## config.mk

```make
export PLATFORM = sky130hd
export DESIGN_NAME = gpch_cfg_tail
export DESIGN_NICKNAME = d
export VERILOG_FILES = /design/src/gpch_pkg.sv /design/src/gpch_byte_reg.sv /design/src/gpch_cfg_tail.sv
export SDC_FILE = /design/constraint.sdc
export NUM_CORES = 1
export LEC_CHECK = 0
export ABC_AREA = 1
export BUFFER_PORTS_ARGS = -buffer_cell sky130_fd_sc_hd__buf_2
export CORE_MARGIN = 3
export CORE_UTILIZATION = 33
export CTS_CLUSTER_SIZE = 40
export DETAILED_ROUTE_END_ITERATION = 8
export PLACE_DENSITY = 0.74
export SYNTH_ARGS = -nofsm -noshare
export SYNTH_HDL_FRONTEND = slang
export SYNTH_HIERARCHICAL = 1
export SYNTH_SLANG_ARGS = --single-unit
export TNS_END_PERCENT = 5
```

## constraint.sdc

```tcl
create_clock -name sys_clk -period 0.9 [get_ports sys_clk]
set_input_delay 0.09 -clock sys_clk [delete_from_list [all_inputs] [get_ports sys_clk]]
set_output_delay 0.09 -clock sys_clk [all_outputs]
set_load 0.005 [all_outputs]
```

## src/gpch_pkg.sv

```systemverilog
// Package: offsets, constant register values and carrier types of the config header tail
package gpch_pkg;

	// ==========================================================
	// Register byte offsets in configuration space
	localparam logic [7:0] GPCH_OFF_ROM_BASE = 8'h30;
	localparam logic [7:0] GPCH_OFF_CAP_START = 8'h34;
	localparam logic [7:0] GPCH_OFF_INTR_LINE = 8'h3c;
	localparam logic [7:0] GPCH_OFF_INTR_PIN = 8'h3d;
	localparam logic [7:0] GPCH_OFF_MIN_GNT = 8'h3e;
	localparam logic [7:0] GPCH_OFF_MAX_LAT = 8'h3f;
	localparam logic [7:0] GPCH_OFF_PWR_CAP_HDR = 8'hdc;
	localparam logic [7:0] GPCH_OFF_PWR_CAP_WORD = 8'hde;

	// ==========================================================
	// Expansion ROM base fields, all hardwired
	localparam int GPCH_ROM_BASE_LSB = 18;
	localparam int GPCH_ROM_MASK_LSB = 11;
	localparam int GPCH_ROM_RSVD_LSB = 1;
	localparam int GPCH_ROM_EN_BIT = 0;
	localparam logic [13:0] GPCH_ROM_BASE_VAL = 14'h0000;
	localparam logic [6:0] GPCH_ROM_MASK_VAL = 7'h00;
	localparam logic [9:0] GPCH_ROM_RSVD_VAL = 10'h000;
	localparam logic GPCH_ROM_EN_VAL = 1'b0;

	// ==========================================================
	// Byte and word register values
	localparam logic [7:0] GPCH_CAP_START_VAL = 8'hdc;
	localparam logic [7:0] GPCH_INTR_LINE_RST = 8'h00;
	localparam logic [7:0] GPCH_INTR_PIN_VAL = 8'h01;
	localparam logic [7:0] GPCH_MIN_GNT_VAL = 8'h00;
	localparam logic [7:0] GPCH_MAX_LAT_VAL = 8'h00;
	localparam logic [7:0] GPCH_NEXT_LINK_VAL = 8'h00;
	localparam logic [7:0] GPCH_CAP_KIND_VAL = 8'h01;
	localparam logic [15:0] GPCH_PWR_CAPS_VAL = 16'h0021;

	// ==========================================================
	// Carrier types
	typedef struct packed {
		logic valid;
		logic write;
		logic [5:0] dw_addr;
		logic [3:0] byte_en;
		logic [31:0] wdata;
	} gpch_cfg_req_t;

	typedef struct packed {
		logic ack;
		logic claim;
		logic [31:0] rdata;
	} gpch_cfg_rsp_t;

endpackage : gpch_pkg

```

## src/gpch_byte_reg.sv

```systemverilog
// Byte-wide read/write configuration register with write strobe
`timescale 1ns/1ps
`default_nettype none

module gpch_byte_reg #(
	parameter logic [7:0] RESET_VAL = 8'h00
) (
	input wire logic sys_clk,
	input wire logic rst,
	input wire logic wr_en,
	input wire logic [7:0] wdata,
	output logic [7:0] q
);

	logic [7:0] val_ff;
	logic [7:0] nxt_val;

	always_comb begin
		nxt_val = val_ff;
		if (wr_en) begin
			nxt_val = wdata;
		end
	end

	always_ff @(posedge sys_clk) begin
		if (rst) begin
			val_ff <= RESET_VAL;
		end else begin
			val_ff <= nxt_val;
		end
	end

	assign q = val_ff;

endmodule : gpch_byte_reg

`default_nettype wire

```

## src/gpch_cfg_tail.sv

```systemverilog
// Config header tail of the graphics function: ROM base, pointers, interrupt bytes
//
// Contract
// - ROM base and reserved bits read zero
// - ROM size mask bits read zero, unwritable
// - ROM enable bit always reads zero
// - Capability pointer at 34h reads DCh
// - Interrupt line byte stores and returns writes
// - Interrupt pin byte reads 01h
// - Minimum grant byte reads 00h
// - Maximum latency byte reads 00h
// - Capability next link reads 00h
// - Capability kind code reads 01h
// - Power capabilities word at DEh reads 0021h
`timescale 1ns/1ps
`default_nettype none

module gpch_cfg_tail (
	input wire logic sys_clk,
	input wire logic rst,
	input wire gpch_pkg::gpch_cfg_req_t cfg_req,
	output gpch_pkg::gpch_cfg_rsp_t cfg_rsp,
	output logic [7:0] interrupt_routing_line
);
	import gpch_pkg::*;

	// ==========================================================
	// Decode
	logic hit_rom;
	logic hit_cap;
	logic hit_irq;
	logic hit_pwr;
	logic any_hit;
	logic line_wr;
	logic [7:0] line_q;

	assign hit_rom = cfg_req.dw_addr == GPCH_OFF_ROM_BASE[7:2];
	assign hit_cap = cfg_req.dw_addr == GPCH_OFF_CAP_START[7:2];
	assign hit_irq = cfg_req.dw_addr == GPCH_OFF_INTR_LINE[7:2];
	assign hit_pwr = cfg_req.dw_addr == GPCH_OFF_PWR_CAP_HDR[7:2];
	assign any_hit = hit_rom | hit_cap | hit_irq | hit_pwr;

	// Only the line byte lane of the interrupt dword is writable
	assign line_wr = cfg_req.valid & cfg_req.write & hit_irq &
		cfg_req.byte_en[GPCH_OFF_INTR_LINE[1:0]];

	gpch_byte_reg #(
		.RESET_VAL(GPCH_INTR_LINE_RST)
	) u_line (
		.sys_clk(sys_clk),
		.rst(rst),
		.wr_en(line_wr),
		.wdata(cfg_req.wdata[8*GPCH_OFF_INTR_LINE[1:0] +: 8]),
		.q(line_q)
	);

	assign interrupt_routing_line = line_q;

	// ==========================================================
	// Read data
	// Everything but the line byte is a constant, so no write path reaches it.
	logic [31:0] rom_word;
	logic [31:0] cap_word;
	logic [31:0] irq_word;
	logic [31:0] pwr_word;
	logic [31:0] read_word;

	always_comb begin
		rom_word = 32'h0000_0000;
		rom_word[31:GPCH_ROM_BASE_LSB] = GPCH_ROM_BASE_VAL;
		rom_word[GPCH_ROM_BASE_LSB-1:GPCH_ROM_MASK_LSB] = GPCH_ROM_MASK_VAL;
		rom_word[GPCH_ROM_MASK_LSB-1:GPCH_ROM_RSVD_LSB] = GPCH_ROM_RSVD_VAL;
		rom_word[GPCH_ROM_EN_BIT] = GPCH_ROM_EN_VAL;
	end

	always_comb begin
		cap_word = 32'h0000_0000;
		cap_word[8*GPCH_OFF_CAP_START[1:0] +: 8] = GPCH_CAP_START_VAL;
		irq_word = 32'h0000_0000;
		irq_word[8*GPCH_OFF_INTR_LINE[1:0] +: 8] = line_q;
		irq_word[8*GPCH_OFF_INTR_PIN[1:0] +: 8] = GPCH_INTR_PIN_VAL;
		irq_word[8*GPCH_OFF_MIN_GNT[1:0] +: 8] = GPCH_MIN_GNT_VAL;
		irq_word[8*GPCH_OFF_MAX_LAT[1:0] +: 8] = GPCH_MAX_LAT_VAL;
		pwr_word = 32'h0000_0000;
		pwr_word[7:0] = GPCH_CAP_KIND_VAL;
		pwr_word[15:8] = GPCH_NEXT_LINK_VAL;
		pwr_word[8*GPCH_OFF_PWR_CAP_WORD[1:0] +: 16] = GPCH_PWR_CAPS_VAL;
	end

	always_comb begin
		read_word = 32'h0000_0000;
		if (hit_rom) begin
			read_word = rom_word;
		end else if (hit_cap) begin
			read_word = cap_word;
		end else if (hit_irq) begin
			read_word = irq_word;
		end else if (hit_pwr) begin
			read_word = pwr_word;
		end
	end

	// ==========================================================
	// Response
	// Every request, read or write, mapped or not, is answered one cycle later;
	// claim tells the decoder whether the dword belongs here.
	logic ack_ff;
	logic claim_ff;
	logic [31:0] rdata_ff;
	logic nxt_ack;
	logic nxt_claim;
	logic [31:0] nxt_rdata;

	always_comb begin
		nxt_ack = cfg_req.valid;
		nxt_claim = cfg_req.valid & any_hit;
		nxt_rdata = 32'h0000_0000;
		if (cfg_req.valid && !cfg_req.write) begin
			nxt_rdata = read_word;
		end
	end

	always_ff @(posedge sys_clk) begin
		if (rst) begin
			ack_ff <= 1'b0;
			claim_ff <= 1'b0;
			rdata_ff <= 32'h0000_0000;
		end else begin
			ack_ff <= nxt_ack;
			claim_ff <= nxt_claim;
			rdata_ff <= nxt_rdata;
		end
	end

	assign cfg_rsp.ack = ack_ff;
	assign cfg_rsp.claim = claim_ff;
	assign cfg_rsp.rdata = rdata_ff;
endmodule : gpch_cfg_tail

`default_nettype wire

```

==> reports/results.tsv <==
metric	value	unit
clock_path_buffers	2	
min_path_type	input pin to register	
ir_worst_vdd	0.444	mV
worst_ep_required_time	0.81	ns
hp-start	rst	
min_period	0.856	ns
final_antenna_net_count	0	
worstRegToRegCells	2	
p_switching	0.000346	W
die_area	3740	um2
grt_pass1_wl	2.75	mm
place_inst	207	
antenna_found_initial	0	
synthDistinctLibCells	17	
fin_nets	228	
rsz0062_at_grt	no	
drt_iter0_markers	14	
most-common-layout-cells	buf_2 (38), nand2_1 (21), conb_1 (21), nor2_1 (20), inv_1 (19)	
criticalPathCategory	register to output port	
worstPathBufferInverterCount	1	
endpoint_kind	output port	
ys_seq_area_frac	0.399	
p_leak	0.679	nW
clock-root-buffer	clkbuf_4	
wl_per_cell	8.35	um
drive_above_1_share	0.383	
syn-cell-area	1000	um2
critPathTopFamily	flip-flops	
drc_errors	0	
timing.fmax	1170	MHz
setup_viol	0	
p_int	0.00111	W
drtPass1Iterations	4	
yosys_register_bits	20	
critical_path.startpoint_type	register	
hold_viol	0	
clock_tree.htree_level_count	1	
min_path_cells	4	
p_comb_frac	0.113	
clk_pin_slew	0.10	ns
portBuffers	39	
vias	821	
cts_setup_buffers	0	
cts_buffers	3	
place_congestion	0.710	
clockPowerShare	0.277	
grt_pass1_vias	687	
max-cap-violations	0	
cpMaxStageDelayCell	dfxtp_2	
ys_warn_count	6	
initial_core_util	0.355	
grt_max_degree	11	
path_cells	buf_2	
antennaDiodeCount	0	
status	finished, final reports clean	
r2r_end	rdata_ff[4]$_SDFF_PP0_	
die_h	61.2	um
placed_area	1170	um2
holdPathEnd	claim_ff$_SDFF_PP0_	
final-max-slew-violation-count	0	
grt_use_total	0.0959	
power.share.switching	0.237	
multi_input_area	408	um2
die_x	61.2	um
cts.sinks	20	
p_per_area	1190	nW/um2
nFillCells	313	
fin_cells	211	
crit_arrival	0.77	ns
seq_area	410	um2
routed_wl	1.76	mm
reg2reg_from	u_line/q[4]$_SDFFE_PP0P_	
num_io_pins	88	
dp_hpwl	1.48	mm
synthCells	136	
critPathMaxFanout	3	
syn_avg_cell_area	7.39	um2
pwr-share-seq	0.611	
cts_tree	built	
max_stage_delay	0.36	ns
reg2reg_slack	0.24	ns
core_area	2830	um2
layout_commonest_cell	buf_2	
worstSkewPairLatency	0.29	ns
via_per_inst	3.89	
min_period_over_period	0.951	
overflow	0	
design_area	1220	um2
synthToLayoutAreaGrowth	21.7	%
fin_worst_skew	0.00334	ns
num_rows	19	
fin_setup_tns	0	ns
==> logic make-up after synthesis <==
logic type,Yosys count,share of synthesized area
other cells,1,0.00373
buf+inv,47,0.280
simple gates,61,0.280
flops,20,0.399
compound gates,7,0.0374
==> sequential cells by signal (all words and copies together) (netlist names) <==
signal	flops
ack_ff	1
claim_ff	1
rdata_ff	10
u_line/q	8
==> worst reg2reg max path, cell delays in order (launching register included) <==
cell	delay, ns
dfxtp_2	0.34
o21ai_0	0.15
nor3_1	0.07
==> per-stage QoR <==
stage | total power [W] | setup WS [ns] | hold slack [ns] | util
detailed placement | 0.00107 | -0.106 | 0.308 | 0.415
global route | 0.00153 | 0.00446 | 0.0863 | 0.432
CTS | 0.00147 | 0.00924 | 0.0639 | 0.427
floorplan | 0.00107 | -0.0502 | 0.168 | -
global placement | 0.00107 | -0.0922 | 0.302 | 0.415
finish | 0.00146 | 0.0441 | 0.0714 | 0.432
==> layer usage <==
metal | part of all wire | GRT usage | up-vias
li1 | - | - | 446
met1 | 0.42 | 0.117 | 343
met2 | 0.50 | 0.163 | 32
met3 | 0.081 | 0.0273 | 0
met4 | 0 | 0.0279 | 0
met5 | 0 | 0 | -
==> how the worst max path moves through the flow <==
stage	from	end	cells after the start
floorplan	cfg_req[41]	u_line/q[6]$_SDFFE_PP0P_	8
global placement	cfg_req[38]	u_line/q[6]$_SDFFE_PP0P_	9
detailed placement	cfg_req[38]	u_line/q[6]$_SDFFE_PP0P_	9
CTS	u_line/q[3]$_SDFFE_PP0P_	interrupt_routing_line[3]	1
global route	u_line/q[6]$_SDFFE_PP0P_	interrupt_routing_line[6]	1
finish	u_line/q[7]$_SDFFE_PP0P_	interrupt_routing_line[7]	1
==> power by group through the flow <==
stage	sequential (W)	clock (W)	combinational [W]
3_5_place_dp	0.000911	0	0.000161
4_1_cts	0.000890	0.000413	0.000164
2_1_floorplan	0.000911	0	0.000154
3_3_place_gp	0.000911	0	0.000159
5_1_grt	0.000891	0.000450	0.000193
6_report	0.000890	0.000403	0.000164
==> timing repair <==
action	4_1_cts	5_1_grt
pin swaps	0	0
resized for setup	1	8
endpoints found under the setup margin	1	7
hold buffers	1	0
endpoints found under the hold margin	1	0
==> layout make-up <==
type,instances,area share
sequential,20,0.336
clock buffer,3,0.0184
timing repair buffer,47,0.216
multi-input combinational,89,0.334
inverter,21,0.0645
tap,31,0.0317
==> cells in the mapped netlist <==
cell | instances | area share
buf_4 | 24 | 0.18
dfxtp_1 | 20 | 0.40
o21ai_0 | 1 | 0.0050
nor2_1 | 21 | 0.078
a21oi_1 | 5 | 0.025
conb_1 | 1 | 0.0037
nand2_1 | 22 | 0.082
nand3_1 | 8 | 0.040
buf_6 | 2 | 0.022
nor3_1 | 2 | 0.010
nand2_4 | 1 | 0.011
inv_1 | 19 | 0.071
nand2_2 | 2 | 0.012
o211ai_1 | 1 | 0.0075
nor2_4 | 3 | 0.034
nor2_2 | 2 | 0.012
inv_2 | 2 | 0.0075
(Power assumes the default switching activity.)
